$ cat src/verilog/powerline_pkg.sv
// constants and helpers for the powerline fsk modem digital core
// assumes a single 25 MHz system clock feeding every process
package powerline_pkg;

	// system clock and line rate
	localparam int CLK_HZ = 25_000_000;
	localparam int BAUD = 2400;
	localparam int BIT_CYC = CLK_HZ / BAUD;

	// modulator tones in Hz and the half-period counts derived from them
	localparam int TONE_ZERO_HZ = 133_300;
	localparam int TONE_ONE_HZ = 131_800;
	localparam int TONE_WIDE_HZ = 130_400;
	localparam logic [7:0] HALF_ZERO = 8'(CLK_HZ / (2 * TONE_ZERO_HZ));
	localparam logic [7:0] HALF_ONE = 8'(CLK_HZ / (2 * TONE_ONE_HZ));
	localparam logic [7:0] HALF_WIDE = 8'(CLK_HZ / (2 * TONE_WIDE_HZ));

	// carrier sense timing in milliseconds, then in cycles
	localparam int CYC_PER_MS = CLK_HZ / 1000;
	localparam int LISTEN_MIN_MS = 85;
	localparam int LISTEN_STEP_MS = 5;
	localparam int LISTEN_VALUES = 7;
	localparam int DETECT_MS = 4;
	localparam int TIMEOUT_MS = 3000;
	localparam int LISTEN_MIN_CYC = LISTEN_MIN_MS * CYC_PER_MS;
	localparam int LISTEN_STEP_CYC = LISTEN_STEP_MS * CYC_PER_MS;
	localparam int DETECT_CYC = DETECT_MS * CYC_PER_MS;
	localparam int TIMEOUT_CYC = TIMEOUT_MS * CYC_PER_MS;

	// packet framing
	localparam logic [7:0] PREAMBLE = 8'hAB;
	localparam logic [7:0] CRC_POLY = 8'h07;
	localparam logic [7:0] CRC_INIT = 8'h00;
	localparam logic [7:0] LFSR_SEED = 8'h01;
	localparam int MEM_AW = 6;
	localparam logic [5:0] MEM_LAST = 6'h3F;

	// transmit sequencer
	typedef enum logic [1:0] {
		T_IDLE = 2'b00,
		T_LOAD = 2'b01,
		T_LISTEN = 2'b10,
		T_SEND = 2'b11
	} tx_state_type;

	// what the serializer is sending
	typedef enum logic [1:0] {
		P_PRE = 2'b00,
		P_DATA = 2'b01,
		P_CRC = 2'b10
	} phase_type;

	// msb-first crc-8 over one byte
	function automatic logic [7:0] crc8_next(input logic [7:0] crc, input logic [7:0] data);
		logic [7:0] c;
		c = crc ^ data;
		for (int i = 0; i < 8; i++) begin
			c = c[7] ? ((c << 1) ^ CRC_POLY) : (c << 1);
		end
		return c;
	endfunction : crc8_next

endpackage : powerline_pkg
$ cat src/verilog/packet_mem.sv
// byte store for one outgoing packet, kept for resending
// assumes write and read ports on the same clock; read data is registered
`timescale 1ns/1ps
module packet_mem #(
	parameter int DW = 8,
	parameter int AW = 6
) (
	input wire logic i_clk,
	input wire logic i_wr_en,
	input wire logic [AW-1:0] i_wr_addr,
	input wire logic [DW-1:0] i_wr_data,
	input wire logic [AW-1:0] i_rd_addr,
	output logic [DW-1:0] o_rd_data
);
	logic [DW-1:0] mem [2**AW];

	// no reset on the array: contents are only read after being written
	always_ff @(posedge i_clk) begin
		if (i_wr_en) begin
			mem[i_wr_addr] <= i_wr_data;
		end
		o_rd_data <= mem[i_rd_addr];
	end
endmodule : packet_mem

$ cat src/verilog/powerline_modem.sv
// digital core of a half-duplex powerline fsk modem with carrier sense access
// assumes bytes from the network layer on i_clk, analog pins asynchronous
`timescale 1ns/1ps
module powerline_modem #(
	parameter logic [13:0] BIT_CYC = 14'(powerline_pkg::BIT_CYC),
	parameter logic [21:0] LISTEN_MIN_CYC = 22'(powerline_pkg::LISTEN_MIN_CYC),
	parameter logic [21:0] LISTEN_STEP_CYC = 22'(powerline_pkg::LISTEN_STEP_CYC),
	parameter logic [16:0] DETECT_CYC = 17'(powerline_pkg::DETECT_CYC),
	parameter logic [26:0] TIMEOUT_CYC = 27'(powerline_pkg::TIMEOUT_CYC)
) (
	input wire logic i_clk,
	input wire logic i_nrst,
	input wire logic [7:0] i_tx_data,
	input wire logic i_tx_valid,
	input wire logic i_tx_last,
	output logic o_tx_ready,
	input wire logic i_tx_retry,
	input wire logic i_wide_dev,
	input wire logic [7:0] i_threshold,
	input wire logic [7:0] i_level,
	input wire logic i_rx_bit,
	input wire logic i_rx_ready,
	input wire logic i_rx_resync,
	output logic [7:0] o_rx_data,
	output logic o_rx_valid,
	output logic o_rx_crc_ok,
	output logic o_rx_overrun,
	output logic o_tone,
	output logic o_tx_enable,
	output logic o_band_occupied,
	output logic o_tx_done,
	output logic o_access_fail
);
	import powerline_pkg::*;

	typedef struct packed {
		tx_state_type tx_state;
		phase_type phase;
		logic tx_ready;
		logic [7:0] lfsr;
		logic [21:0] wait_cnt;
		logic [26:0] tout_cnt;
		logic [13:0] baud_cnt;
		logic [2:0] bit_idx;
		logic [7:0] shift;
		logic [5:0] byte_idx;
		logic [5:0] len;
		logic [7:0] crc_tx;
		logic tone;
		logic [7:0] tone_cnt;
		logic tx_en;
		logic done, fail;
		logic [7:0] lvl_s1, lvl_s2, lvl_s3, level;
		logic [16:0] busy_cnt;
		logic band_busy;
		logic rx_s1, rx_s2, rx_s3, rx_bit;
		logic [13:0] rx_cnt;
		logic [7:0] rx_shift;
		logic rx_sync;
		logic [2:0] rx_bits;
		logic [7:0] crc_rx;
		logic crc_ok;
		logic overrun;
		logic [7:0] buf0, buf1;
		logic [1:0] buf_cnt;
		logic rx_valid;
	} state_type;

	state_type st, next_st;
	logic [7:0] mem_rd;
	logic mem_wr;
	logic [5:0] mem_wr_addr;

	// packet bytes are written as accepted, read back by byte index
	packet_mem #(.DW(8), .AW(MEM_AW)) u_mem (
		.i_clk(i_clk),
		.i_wr_en(mem_wr),
		.i_wr_addr(mem_wr_addr),
		.i_wr_data(i_tx_data),
		.i_rd_addr(st.byte_idx),
		.o_rd_data(mem_rd)
	);

	// write strobe follows the accept handshake
	always_comb begin
		mem_wr = i_tx_valid & st.tx_ready;
		mem_wr_addr = (st.tx_state == T_IDLE) ? 6'h00 : st.byte_idx;
	end

	// next state for transmit, band detect and receive in one pass
	always_comb begin
		logic [2:0] pick;
		logic [21:0] rand_wait;
		logic busy, sample, push, pop;
		logic [7:0] half, rx_byte, crc_new;
		logic [1:0] cnt;
		pick = 3'h0;
		rand_wait = 22'h00_0000;
		busy = 1'b0;
		half = 8'h00;
		sample = 1'b0;
		rx_byte = 8'h00;
		push = 1'b0;
		pop = 1'b0;
		cnt = 2'h0;
		crc_new = 8'h00;
		next_st = st;
		next_st.done = 1'b0;
		next_st.fail = 1'b0;
		// free-running lfsr; index 7 folds onto 3 to keep seven values
		next_st.lfsr = {st.lfsr[6:0], st.lfsr[7] ^ st.lfsr[5] ^ st.lfsr[4] ^ st.lfsr[3]};
		pick = (st.lfsr[2:0] == 3'h7) ? 3'h3 : st.lfsr[2:0];
		rand_wait = LISTEN_MIN_CYC + 22'(pick) * LISTEN_STEP_CYC;
		// level pins: three flops, a change counts when stages two and three agree
		next_st.lvl_s1 = i_level;
		next_st.lvl_s2 = st.lvl_s1;
		next_st.lvl_s3 = st.lvl_s2;
		if (st.lvl_s2 == st.lvl_s3) begin
			next_st.level = st.lvl_s3;
		end
		// band detector must see the signal above threshold for the full time
		if (st.level > i_threshold) begin
			if (st.busy_cnt == DETECT_CYC - 17'h0_0001) begin
				next_st.band_busy = 1'b1;
			end else begin
				next_st.busy_cnt = st.busy_cnt + 17'h0_0001;
			end
		end else begin
			next_st.busy_cnt = 17'h0_0000;
			next_st.band_busy = 1'b0;
		end
		// a packet being received also holds off our own transmission
		busy = st.band_busy | st.rx_sync;
		// transmit sequencer
		case (st.tx_state)
			T_IDLE: begin
				if (mem_wr) begin
					next_st.byte_idx = 6'h01;
					next_st.tx_state = T_LOAD;
					if (i_tx_last) begin
						next_st.len = 6'h01;
						next_st.tx_ready = 1'b0;
						next_st.tx_state = T_LISTEN;
						next_st.wait_cnt = rand_wait;
						next_st.tout_cnt = TIMEOUT_CYC;
					end
				end else if (i_tx_retry && st.len != 6'h00) begin
					next_st.tx_ready = 1'b0;
					next_st.tx_state = T_LISTEN;
					next_st.wait_cnt = rand_wait;
					next_st.tout_cnt = TIMEOUT_CYC;
				end
			end
			T_LOAD: begin
				if (mem_wr) begin
					next_st.byte_idx = st.byte_idx + 6'h01;
					// oversized packets are cut at 63 bytes, one short of the memory depth
					if (i_tx_last || st.byte_idx == MEM_LAST - 6'h01) begin
						next_st.len = st.byte_idx + 6'h01;
						next_st.tx_ready = 1'b0;
						next_st.tx_state = T_LISTEN;
						next_st.wait_cnt = rand_wait;
						next_st.tout_cnt = TIMEOUT_CYC;
					end
				end
			end
			T_LISTEN: begin
				if (st.tout_cnt == 27'h000_0000) begin
					next_st.fail = 1'b1;
					next_st.tx_ready = 1'b1;
					next_st.tx_state = T_IDLE;
				end else begin
					next_st.tout_cnt = st.tout_cnt - 27'h000_0001;
					if (busy) begin
						next_st.wait_cnt = rand_wait;
					end else if (st.wait_cnt == 22'h00_0000) begin
						// quiet for the whole period: start with the preamble
						next_st.tx_state = T_SEND;
						next_st.tx_en = 1'b1;
						next_st.phase = P_PRE;
						next_st.shift = PREAMBLE;
						next_st.bit_idx = 3'h0;
						next_st.baud_cnt = 14'h0000;
						next_st.byte_idx = 6'h00;
						next_st.crc_tx = CRC_INIT;
						next_st.tone = 1'b0;
						next_st.tone_cnt = 8'h00;
					end else begin
						next_st.wait_cnt = st.wait_cnt - 22'h00_0001;
					end
				end
			end
			T_SEND: begin
				// tone divider picked from the bit on air and the unregistered i_wide_dev input
				half = !st.shift[7] ? HALF_ZERO : (i_wide_dev ? HALF_WIDE : HALF_ONE);
				if (st.tone_cnt >= half - 8'h01) begin
					next_st.tone_cnt = 8'h00;
					next_st.tone = ~st.tone;
				end else begin
					next_st.tone_cnt = st.tone_cnt + 8'h01;
				end
				if (st.baud_cnt == BIT_CYC - 14'h0001) begin
					next_st.baud_cnt = 14'h0000;
					next_st.bit_idx = st.bit_idx + 3'h1;
					next_st.shift = {st.shift[6:0], 1'b0};
					if (st.bit_idx == 3'h7) begin
						// byte boundary: memory output settled during the last byte
						if (st.phase == P_CRC) begin
							next_st.tx_state = T_IDLE;
							next_st.tx_en = 1'b0;
							next_st.tone = 1'b0;
							next_st.done = 1'b1;
							next_st.tx_ready = 1'b1;
						end else if (st.phase == P_DATA && st.byte_idx == st.len) begin
							next_st.phase = P_CRC;
							next_st.shift = st.crc_tx;
						end else begin
							next_st.phase = P_DATA;
							next_st.shift = mem_rd;
							next_st.crc_tx = crc8_next(st.crc_tx, mem_rd);
							next_st.byte_idx = st.byte_idx + 6'h01;
						end
					end
				end else begin
					next_st.baud_cnt = st.baud_cnt + 14'h0001;
				end
			end
			default: begin
				next_st.tx_state = T_IDLE;
			end
		endcase
		// receive pin synchroniser
		next_st.rx_s1 = i_rx_bit;
		next_st.rx_s2 = st.rx_s1;
		next_st.rx_s3 = st.rx_s2;
		if (st.rx_s2 == st.rx_s3) begin
			next_st.rx_bit = st.rx_s3;
		end
		// bit clock realigns on each edge, samples mid-bit
		if (next_st.rx_bit != st.rx_bit || st.rx_cnt == BIT_CYC - 14'h0001) begin
			next_st.rx_cnt = 14'h0000;
		end else begin
			next_st.rx_cnt = st.rx_cnt + 14'h0001;
		end
		sample = (st.rx_cnt == (BIT_CYC >> 1));
		rx_byte = {st.rx_shift[6:0], st.rx_bit};
		// receiver is deaf while transmitting
		if (st.tx_en || i_rx_resync) begin
			next_st.rx_sync = 1'b0;
			next_st.rx_shift = 8'h00;
		end else if (sample) begin
			next_st.rx_shift = rx_byte;
			if (!st.rx_sync) begin
				if (rx_byte == PREAMBLE) begin
					next_st.rx_sync = 1'b1;
					next_st.rx_bits = 3'h0;
					next_st.crc_rx = CRC_INIT;
					next_st.crc_ok = 1'b0;
				end
			end else begin
				next_st.rx_bits = st.rx_bits + 3'h1;
				if (st.rx_bits == 3'h7) begin
					push = 1'b1;
					crc_new = crc8_next(st.crc_rx, rx_byte);
					next_st.crc_rx = crc_new;
					next_st.crc_ok = (crc_new == 8'h00);
				end
			end
		end
		// two-entry buffer: pop first so a full buffer still takes a push
		pop = st.rx_valid & i_rx_ready;
		cnt = st.buf_cnt;
		if (pop) begin
			next_st.buf0 = st.buf1;
			cnt = cnt - 2'h1;
		end
		if (push) begin
			if (cnt == 2'h0) begin
				next_st.buf0 = rx_byte;
				cnt = 2'h1;
			end else if (cnt == 2'h1) begin
				next_st.buf1 = rx_byte;
				cnt = 2'h2;
			end else begin
				next_st.overrun = 1'b1;
			end
		end
		next_st.buf_cnt = cnt;
		next_st.rx_valid = (cnt != 2'h0);
		// overrun is sticky until the network layer resyncs
		if (i_rx_resync && !(push && cnt == 2'h2)) begin
			next_st.overrun = 1'b0;
		end
	end

	// all state in one register
	always_ff @(posedge i_clk or negedge i_nrst) begin
		if (!i_nrst) begin
			st <= '0;
			st.tx_ready <= 1'b1;
			st.lfsr <= LFSR_SEED;
		end else begin
			st <= next_st;
		end
	end

	// every output is a flop of the state record
	always_comb begin
		o_tx_ready = st.tx_ready;
		o_rx_data = st.buf0;
		o_rx_valid = st.rx_valid;
		o_rx_crc_ok = st.crc_ok;
		o_rx_overrun = st.overrun;
		o_tone = st.tone;
		o_tx_enable = st.tx_en;
		o_band_occupied = st.band_busy;
		o_tx_done = st.done;
		o_access_fail = st.fail;
	end
endmodule : powerline_modem

$ cat config.mk
export PLATFORM = sky130hd
export DESIGN_NAME = powerline_modem
export DESIGN_NICKNAME = d
export VERILOG_FILES = /design/src/verilog/powerline_pkg.sv /design/src/verilog/packet_mem.sv /design/src/verilog/powerline_modem.sv
export SDC_FILE = /design/constraint.sdc
export NUM_CORES = 1
export LEC_CHECK = 0
export BUFFER_PORTS_ARGS = -buffer_cell sky130_fd_sc_hd__buf_4
export CORE_ASPECT_RATIO = 2
export CORE_UTILIZATION = 59
export CTS_BUF_LIST = sky130_fd_sc_hd__clkbuf_8
export CTS_CLUSTER_SIZE = 12
export DETAILED_ROUTE_END_ITERATION = 16
export GPL_ROUTABILITY_DRIVEN = 0
export GPL_TIMING_DRIVEN = 0
export PLACE_DENSITY = 0.71
export SYNTH_ARGS = -nofsm -noshare
export SYNTH_HDL_FRONTEND = slang
export SYNTH_SLANG_ARGS = --single-unit
$ cat constraint.sdc
create_clock -name i_clk -period 4.4 [get_ports i_clk]
set_clock_uncertainty 0.05 [all_clocks]
set_input_delay 0.22 -clock i_clk [delete_from_list [all_inputs] [get_ports i_clk]]
set_output_delay 0.22 -clock i_clk [all_outputs]
set_load 0.02 [all_outputs]
==> results of run 1 <==
kinds of logic (layout without fill, tap and decap cells):
group,Yosys count,count (layout),share of synthesized area
AO/OA/AOI/OAI,304,304,0.0595
XOR/XNOR,105,105,0.0292
adder cells (fa/ha/maj),40,40,0.0163
buffers and inverters,133,378,0.0184
flip-flops,747,747,0.662
multiplexers,211,211,0.128
other,1,3,0.000117
AND/OR/NAND/NOR,557,557,0.0867
registers in the layout, indices dropped and copies added (netlist names):
register,flops
u_mem.mem,512
o_rx_valid,1
o_rx_data,8
o_tx_enable,1
st,185
o_tx_done,1
o_rx_crc_ok,1
o_access_fail,1
next_st,25
o_band_occupied,1
o_tone,1
o_tx_ready,1
u_mem.o_rd_data,8
o_rx_overrun,1
layer usage:
| metal | global-route usage | vias up | share of wire |
|---|---|---|---|
| li1 | - | 8416 | - |
| met1 | 0.287 | 9678 | 0.33 |
| met4 | 0.164 | 0 | 0.057 |
| met3 | 0.0384 | 229 | 0.051 |
| met5 | 0 | - | 0 |
| met2 | 0.542 | 774 | 0.57 |
cell type report:
class / instances / area, um2 / area share
clock buffers: 103 / 1420 / 0.0400
clock inverters: 77 / 537 / 0.0152
multi-input cells: 1218 / 10200 / 0.289
well taps: 671 / 840 / 0.0237
repair buffers: 65 / 553 / 0.0156
diodes: 2 / 5.00 / 0.000141
flip-flops and latches: 747 / 21200 / 0.599
plain buffers: 96 / 450 / 0.0127
inverters: 37 / 139 / 0.00392
worst register-to-register path, delay by kind of cell, from the launching register on:
kind / cells / cell delay, ns
buffers and inverters: 3 / 1.69
and+or+nand+nor: 2 / 1.52
DFF: 1 / 0.42
cell usage in the layout (no fill, tap or decap), drive strengths merged, types with 37 or more instances in the layout:
cell	instances
a21oi	71
buf	95
clkbuf	154
clkinv	39
dfrtp	225
edfxtp	512
ha	37
inv	66
mux4	156
nand2	95
nor2	217
nor3	38
o21ai	111
xnor2	60
xor2	44
where the power goes:
part	leakage, nW	total (W)	internal, W	switching (W)
Sequential	7.59	0.00811	0.00783	0.000275
Combinational	3.94	0.00471	0.00183	0.00288
Clock	1.11	0.00518	0.00261	0.00257
Total	12.6	0.0180	0.0123	0.00573
stage by stage:
step,utilization,instance area (um2),cells
finish,0.660,35400,3016
CTS,0.660,35400,3014
global route,0.660,35400,3015
global placement,0.620,33300,2818
floorplan,-,32000,2098
detailed placement,0.621,33300,2819
path summary, 6_finish.rpt:
check | endpoint | slack (ns) | cells after the start
hold / removal | u_mem.mem[53][7]$_DFFE_PP_ | 0.03 | 1
max in group asynchronous | st[41]$_DFF_PN0_ | 2.99 | 3
setup reg to reg | u_mem.mem[14][4]$_DFFE_PP_ | 0.31 | 5
setup / recovery | u_mem.mem[14][4]$_DFFE_PP_ | 0.31 | 5
min in group asynchronous | st[83]$_DFFE_PN0N_ | 0.12 | 2
hold reg to reg | next_st[89]$_DFF_PN0_ | 0.30 | 0
==> flow_metrics.py, run 1 <==
metrics = {
    "cts": {
        "clockRootBuffer": "clkbuf_8",
        "cts_buffers": 100,
        "cts.sinks": 747,
        "clock_path_buffers": 3,
        "htree_levels": 3,
        "clk_latency_ns": 0.71,
        "cts_hold_buffers": 15,
        "cts_setup_buffers": 0,
        "cts_tree": "built",
        "post_cts_resized": 0,
        "clkTransAtPathRegs_ns": 0.07,
    },
    "worst_setup_path": {
        "r2r-start": "st[136]$_DFFE_PN0P_",
        "critPathLaunchType": "register",
        "end_kind": "register",
        "crit_chain": "clkbuf_1 > clkbuf_1 > clkbuf_1 > nand4_1 > nor2_1",
        "crit_family": "buffers and inverters",
        "crit_start": "st[136]$_DFFE_PN0P_",
        "cp_num_buf_inv": 3,
        "cpMaxStageDelayCell": "nor2_1",
        "cp.arrival_ns": 4.35,
        "crit_required_ns": 4.66,
        "worstPathMaxFanout": 10,
        "worstSetupPathType": "reg2reg",
        "path_common_cell": "clkbuf_1",
        "critPathMaxStageDelay_ns": 0.96,
    },
    "floorplanning": {
        "num_rows": 120,
        "core_mm2": 0.0536,
        "die-area_mm2": 0.0553,
        "die_h_um": 332,
        "ios": 50,
        "die_w_um": 167,
        "start_util": 0.598,
    },
    "detailed_routing": {
        "drt_iter0_drc": 1476,
        "viasPerCell": 6.33,
        "wl_per_cell_um": 25.0,
        "drc": 0,
        "vias": 19100,
        "firstDrtPassIters": 8,
        "wirelength_mm": 75.3,
        "antenna_left": 0,
    },
    "cells_and_area": {
        "num-fill-cells": 3753,
        "area_growth_pct": 10.5,
        "final_layout_size_suffix_gt1_frac": 0.182,
        "final_nets": 2338,
    },
    "yosys": {
        "synth_area_leader_cell": "edfxtp_1",
        "syn_inst": 2098,
        "synth-async-reset-ratio": 0.304,
        "postSynthNetCount": 2171,
        "synthDistinctLibCells": 86,
        "yosysTopAreaCellShare": 0.480,
        "synth.top_cells.by_count": "512 x edfxtp_1, 225 x dfrtp_1, 215 x nor2_1",
        "synth_edf_count": 512,
        "netlist_area_mm2": 0.0320,
        "ys_seq_elements": 747,
        "ys_warn_count": 0,
        "synth_area_leaders": "edfxtp_1 48%, dfrtp_1 18%, mux4_2 11%",
        "seq_area_frac_synth": 0.662,
        "synth_area_per_cell_um2": 15.3,
        "synth_ff_type": "edfxtp_1",
        "yosysMostFrequentCell": "edfxtp_1",
    },
    "global_routing": {
        "overflow": 0,
        "grt_use_total": 0.282,
        "grt_start_max_net_pins": 118,
        "antenna_found_initial": 1,
        "first_global_vias": 20100,
        "grt_pass1_wl_mm": 115,
    },
    "timing": {
        "tns_ns": 0,
        "fmax_mhz": 244,
        "finalCritPeriodShare": 0.930,
        "rsz0062_at_grt": "false",
        "max_slew_margin": 0.0771,
        "tightest_slew_ns": 1.37,
        "fin_ws_ns": 0.310,
        "hold_viol_final": 0,
        "slew_viol_final": 0,
        "timing.hold.ws_ns": 0.0256,
        "min_period_ns": 4.09,
        "setup_viol": 0,
    },
    "power_and_ir_drop": {
        "power.total_w": 0.0180,
        "p_leak_nw": 12.6,
        "power_density_mw_per_mm2": 509,
        "vdd.ir_drop.worst_uv": 235,
    },
    "placed_design": {
        "portBuffers": 49,
        "dp_hpwl_mm": 52.4,
        "pre_cts_ws_ns": 0.348,
    },
    "hold_path": {
        "hold_path.class": "in2reg",
        "min_from": "i_tx_data[7]",
    },
    "flow_run": {
        "cap_violations": 0,
    },
    "run_status": {
        "status": "complete, no violations",
    },
}
(Power assumes the default switching activity.)
==> inputs of run 2 (changes only) <==
- CORE_UTILIZATION: 59 -> 42
- PLACE_DENSITY: 0.71 -> 0.53
==> run 2 against run 1 <==
  * Count of clock-buffer cells in the layout is 7 higher
  * Final area is 1.9% higher
  * Register-to-register slack hardly changed
  * Maximum frequency is 0.33% lower
  * Via count is 1.2% lower
  * Die area is 40% higher
  * Wire length is 9.3% higher
  * First-iteration DRC count is 21% lower
  * Final cell count is 12% higher
  * Clock power is 3% higher
  * Sequential share of layout area is 1.1 points lower
  * Sequential power hardly changed
  * Critical path type unchanged
  * Critical endpoint is now u_mem.mem[54][1]$_DFFE_PP_
  * Largest power group unchanged
  * Highest routed layer unchanged
==> flow_metrics.py, run 2 (synthesis results as in run 1) <==
metrics = {
    "timing": {
        "tightest_slew_ns": 1.31,
        "timing.hold.ws_ns": 0.0898,
        "tns_ns": 0,
        "fmax_mhz": 244,
        "max_slew_margin": 0.127,
        "finalCritPeriodShare": 0.933,
        "setup_viol": 0,
        "min_period_ns": 4.10,
        "hold_viol_final": 0,
        "slew_viol_final": 0,
        "rsz0062_at_grt": "false",
    },
    "global_routing": {
        "overflow": 0,
        "first_global_vias": 20200,
        "grt_use_total": 0.220,
        "antenna_found_initial": 1,
        "grt_pass1_wl_mm": 124,
        "grt_start_max_net_pins": 103,
    },
    "cts": {
        "cts.sinks": 747,
        "clk_latency_ns": 0.80,
        "clkTransAtPathRegs_ns": 0.07,
        "htree_levels": 3,
        "clockRootBuffer": "clkbuf_8",
        "cts_buffers": 105,
        "clock_path_buffers": 3,
        "cts_tree": "built",
        "cts_setup_buffers": 0,
    },
    "cells_and_area": {
        "area_growth_pct": 12.6,
        "final_layout_size_suffix_gt1_frac": 0.181,
        "largest_reg_flops": 512,
        "finish.utilization": 0.480,
        "final_nets": 2360,
        "largest-register": "u_mem.mem",
        "multiInputGateArea_mm2": 0.0102,
        "num-fill-cells": 6587,
        "final_common_cell": "edfxtp_1",
        "regArea_mm2": 0.0212,
        "final_cell_mix": "512 x edfxtp_1, 225 x dfrtp_1, 215 x nor2_1",
    },
    "worst_setup_path": {
        "critPathLaunchType": "register",
        "crit_required_ns": 4.74,
        "critPathMaxStageDelay_ns": 0.95,
        "path_common_cell": "clkbuf_1",
        "end_kind": "register",
        "cp_num_buf_inv": 3,
        "worstPathMaxFanout": 10,
        "worstSetupPathType": "reg2reg",
        "cpMaxStageDelayCell": "nor2_1",
        "crit_family": "buffers and inverters",
        "crit_chain": "clkbuf_1 > clkbuf_1 > clkbuf_1 > nand4_1 > nor2_1",
        "cp.arrival_ns": 4.45,
    },
    "detailed_routing": {
        "vias": 18900,
        "viasPerCell": 5.58,
        "firstDrtPassIters": 7,
        "wl_per_cell_um": 24.3,
        "wirelength_mm": 82.3,
        "drc": 0,
        "drt_iter0_drc": 1163,
        "antenna_left": 0,
    },
    "power_and_ir_drop": {
        "vdd.ir_drop.worst_uv": 294,
        "p_leak_nw": 12.8,
        "power_density_mw_per_mm2": 507,
    },
    "floorplanning": {
        "num_rows": 142,
        "start_util": 0.426,
        "die_h_um": 393,
        "die-area_mm2": 0.0775,
        "die_w_um": 197,
        "core_mm2": 0.0752,
        "ios": 50,
    },
    "hold_path": {
        "hold_path.class": "in2reg",
    },
    "placed_design": {
        "portBuffers": 49,
        "dp_hpwl_mm": 58.0,
    },
    "run_status": {
        "status": "complete, no violations",
    },
    "flow_run": {
        "cap_violations": 0,
    },
}
==> run 2: changes by cell type in the layout (fill, tap and decap cells not counted), moves of 3 or more <==
cell / delta
dlygate4sd3_1: +15
clkinv_1: +8
clkbuf_8: +7
inv_1: +6
bufinv_16: -3
==> run 2: per-stage QoR <==
stage | std cells | total power (W) | cell area, um2 | worst slack [ns]
floorplan | 2098 | 0.0114 | 32000 | 1.09
global placement | 3155 | 0.0130 | 33700 | 0.286
detailed placement | 3157 | 0.0131 | 33700 | 0.279
CTS | 3384 | 0.0185 | 36100 | 0.248
global route | 3385 | 0.0191 | 36100 | 0.102
finish | 3385 | 0.0183 | 36100 | 0.296
==> run 2: area by class of cell <==
class / instances / area share
plain buffers: 96 / 0.0125
flip-flops and latches: 747 / 0.588
clock inverters: 86 / 0.0140
diodes: 1 / 0.0000693
inverters: 37 / 0.00385
repair buffers: 82 / 0.0208
well taps: 1008 / 0.0349
multi-input cells: 1218 / 0.284
clock buffers: 110 / 0.0420
==> run 2: path summary, 6_finish.rpt <==
check | startpoint | end | slack (ns) | cells after the start
setup reg to reg | st[136]$_DFFE_PN0P_ | u_mem.mem[54][1]$_DFFE_PP_ | 0.30 | 5
setup / recovery | st[136]$_DFFE_PN0P_ | u_mem.mem[54][1]$_DFFE_PP_ | 0.30 | 5
hold reg to reg | next_st[97]$_DFF_PN0_ | next_st[89]$_DFF_PN0_ | 0.30 | 0
max in group asynchronous | i_nrst | o_rx_data[7]$_DFF_PN0_ | 2.78 | 5
min in group asynchronous | i_nrst | st[193]$_DFFE_PN0P_ | 0.47 | 4
hold / removal | i_tx_valid | st[226]$_DFFE_PN0P_ | 0.09 | 4
==> run 2: report_power, final <==
part	total (W)	switching (W)	leakage [nW]	internal (W)
Sequential	0.00811	0.000275	7.59	0.00783
Combinational	0.00486	0.00301	4.03	0.00185
Clock	0.00531	0.00274	1.17	0.00258
Total	0.0183	0.00602	12.8	0.0123
==> run 2: per-layer routing <==
layer	wire length, um	GRT usage	up-vias
met4	3780	0.109	0
met3	3040	0.0332	181
met2	48400	0.441	504
met1	27000	0.210	9715
li1	-	-	8473
met5	0	0	-
==> run 2: repair_timing <==
action	CTS	global route
gates resized for setup	0	0
hold endpoints to repair	611	0
hold buffers	31	0
==> run 2: tightest hold or removal path, cell delays in order <==
cell	delay, ns
buf_4	0.08
nand2_1	0.20
nor3_1	0.22
o32a_1	0.16
==> inputs of run 3 (changes only) <==
- GPL_TIMING_DRIVEN: 0 -> 1
==> run 3 against run 2 <==
  * Register-to-register slack better by 0.48 ns
  * Final area decreased by 0.26%
  * Non-clock buffer count down 50
  * Total power is 2.1% lower
  * Sequential power grew 2%
  * Critical endpoint is now st[211]$_DFFE_PN0P_
==> flow_metrics.py, run 3 (synthesis results as in run 1) <==
metrics = {
    "cells_and_area": {
        "final_layout_size_suffix_gt1_frac": 0.195,
        "final_common_cell": "edfxtp_1",
        "largest_reg_flops": 512,
        "finish.utilization": 0.479,
        "final_cell_mix": "512 x edfxtp_1, 221 x dfrtp_1, 215 x nor2_1",
        "area_growth_pct": 12.3,
        "final_nets": 2310,
        "fin_cells": 3328,
        "largest-register": "u_mem.mem",
    },
    "placed_design": {
        "dp_cells": 3110,
        "portBuffers": 49,
        "dp_hpwl_mm": 51.6,
    },
    "run_status": {
        "status": "complete, no violations",
    },
    "global_routing": {
        "first_global_vias": 19500,
        "antenna_found_initial": 1,
        "grt_use_total": 0.202,
        "grt_start_max_net_pins": 115,
        "overflow": 0,
        "grt_pass1_wl_mm": 116,
    },
    "timing": {
        "tightest_slew_ns": 0.989,
        "slew_viol_final": 0,
        "rsz0062_at_grt": "false",
        "min_period_ns": 3.63,
        "max_slew_margin": 0.338,
        "tns_ns": 0,
        "setup_viol": 0,
        "fmax_mhz": 276,
        "hold_viol_final": 0,
        "finalCritPeriodShare": 0.824,
    },
    "detailed_routing": {
        "drt_iter0_drc": 1171,
        "drc": 0,
        "vias": 18300,
        "antenna_left": 0,
        "firstDrtPassIters": 5,
        "wl_per_cell_um": 22.8,
        "viasPerCell": 5.49,
        "wirelength_mm": 75.9,
    },
    "worst_setup_path": {
        "r2r-start": "next_st[217]$_DFF_PN0_",
        "crit_chain": "ha_1 > nor2b_1 > fa_1 > inv_1 > ha_1 > a211oi_1 > nor2_1 > nand4b_1 > xor2_1 > a32oi_1 > o21ai_0",
        "critPathLaunchType": "register",
        "crit_required_ns": 4.94,
        "worstSetupPathType": "reg2reg",
        "critPathMaxStageDelay_ns": 0.63,
        "r2r-end": "st[211]$_DFFE_PN0P_",
        "r2r_setup_slack_ns": 0.77,
        "path_common_cell": "ha_1",
        "cp.arrival_ns": 4.17,
        "worstPathMaxFanout": 10,
        "end_kind": "register",
        "cpMaxStageDelayCell": "nor2b_1",
        "ff2ff_path_depth": 11,
    },
    "power_and_ir_drop": {
        "vdd.ir_drop.worst_uv": 287,
        "power.total_w": 0.0179,
        "power_density_mw_per_mm2": 498,
        "p_leak_nw": 12.8,
    },
    "floorplanning": {
        "start_util": 0.426,
        "die-area_mm2": 0.0775,
        "die_h_um": 393,
        "die_w_um": 197,
        "core_mm2": 0.0752,
        "num_rows": 142,
        "ios": 50,
    },
    "cts": {
        "clock_path_buffers": 3,
        "clkTransAtPathRegs_ns": 0.07,
        "cts.sinks": 747,
        "cts_hold_buffers": 28,
        "clockRootBuffer": "clkbuf_8",
        "cts_setup_buffers": 0,
        "clk_latency_ns": 0.77,
        "htree_levels": 3,
        "cts_tree": "built",
        "cts_buffers": 105,
        "post_cts_resized": 0,
    },
    "flow_run": {
        "cap_violations": 0,
    },
    "hold_path": {
        "hold_path.class": "in2async",
    },
}
## run 3: changes by cell type in the layout (fill, tap and decap cells not counted), moves of 4 or more
cell | before | now
buf_1 | 15 | 0
inv_1 | 67 | 58
buf_4 | 59 | 95
buf_2 | 15 | 0
buf_6 | 4 | 0
clkbuf_1 | 51 | 0
clkinv_2 | 21 | 16
dfrtp_1 | 225 | 221
clkbuf_8 | 110 | 114
## run 3: worst max path at each step
stage	end	depth (start not counted)	slack (ns)	startpoint
after floorplan	st[211]$_DFFE_PN0P_	14	1.09	next_st[216]$_DFF_PN1_
after global placement	st[211]$_DFFE_PN0P_	11	0.91	next_st[217]$_DFF_PN0_
after detailed placement	st[211]$_DFFE_PN0P_	11	0.80	next_st[217]$_DFF_PN0_
after CTS	st[211]$_DFFE_PN0P_	11	0.76	next_st[217]$_DFF_PN0_
after global routing	st[211]$_DFFE_PN0P_	11	0.48	next_st[217]$_DFF_PN0_
final	st[211]$_DFFE_PN0P_	11	0.77	next_st[217]$_DFF_PN0_
## run 3: per-layer routing
metal,share of wire,up-vias,GRT usage
li1,-,8355,-
met1,0.33,9388,0.191
met2,0.60,382,0.411
met3,0.031,157,0.0307
met4,0.037,0,0.0916
met5,0,-,0
## run 3: area by class of cell
type | count | area (um2)
fillers | 6516 | 39200
diodes | 1 | 2.50
inverters | 37 | 139
clock inverters | 75 | 459
repair buffers | 128 | 1090
flip-flops and latches | 747 | 21200
clock buffers | 114 | 1570
multi-input cells | 1218 | 10200
well taps | 1008 | 1260
## run 3: metrics by stage
step,area [um2],hold WS (ns),setup WS (ns)
global route,36000,0.0541,0.476
CTS,36000,0.00412,0.760
floorplan,32000,-0.126,1.09
global placement,33700,0.279,0.908
finish,36000,0.0351,0.774
detailed placement,33700,0.280,0.798
## run 3: critical path: cells and delay by family, from the launching register on
kind / cells / cell delay [ns]
flip-flops: 1 / 0.44
XOR/XNOR: 1 / 0.18
buffers and inverters: 1 / 0.14
AND/OR/NAND/NOR: 3 / 0.94
adder cells (fa/ha/maj): 3 / 1.14
AO/OA/AOI/OAI: 3 / 0.55
## run 3: power by group
group | switching, W | internal (W) | total [W]
logic | 0.00255 | 0.00179 | 0.00434
registers | 0.000410 | 0.00784 | 0.00825
clock network | 0.00268 | 0.00264 | 0.00532
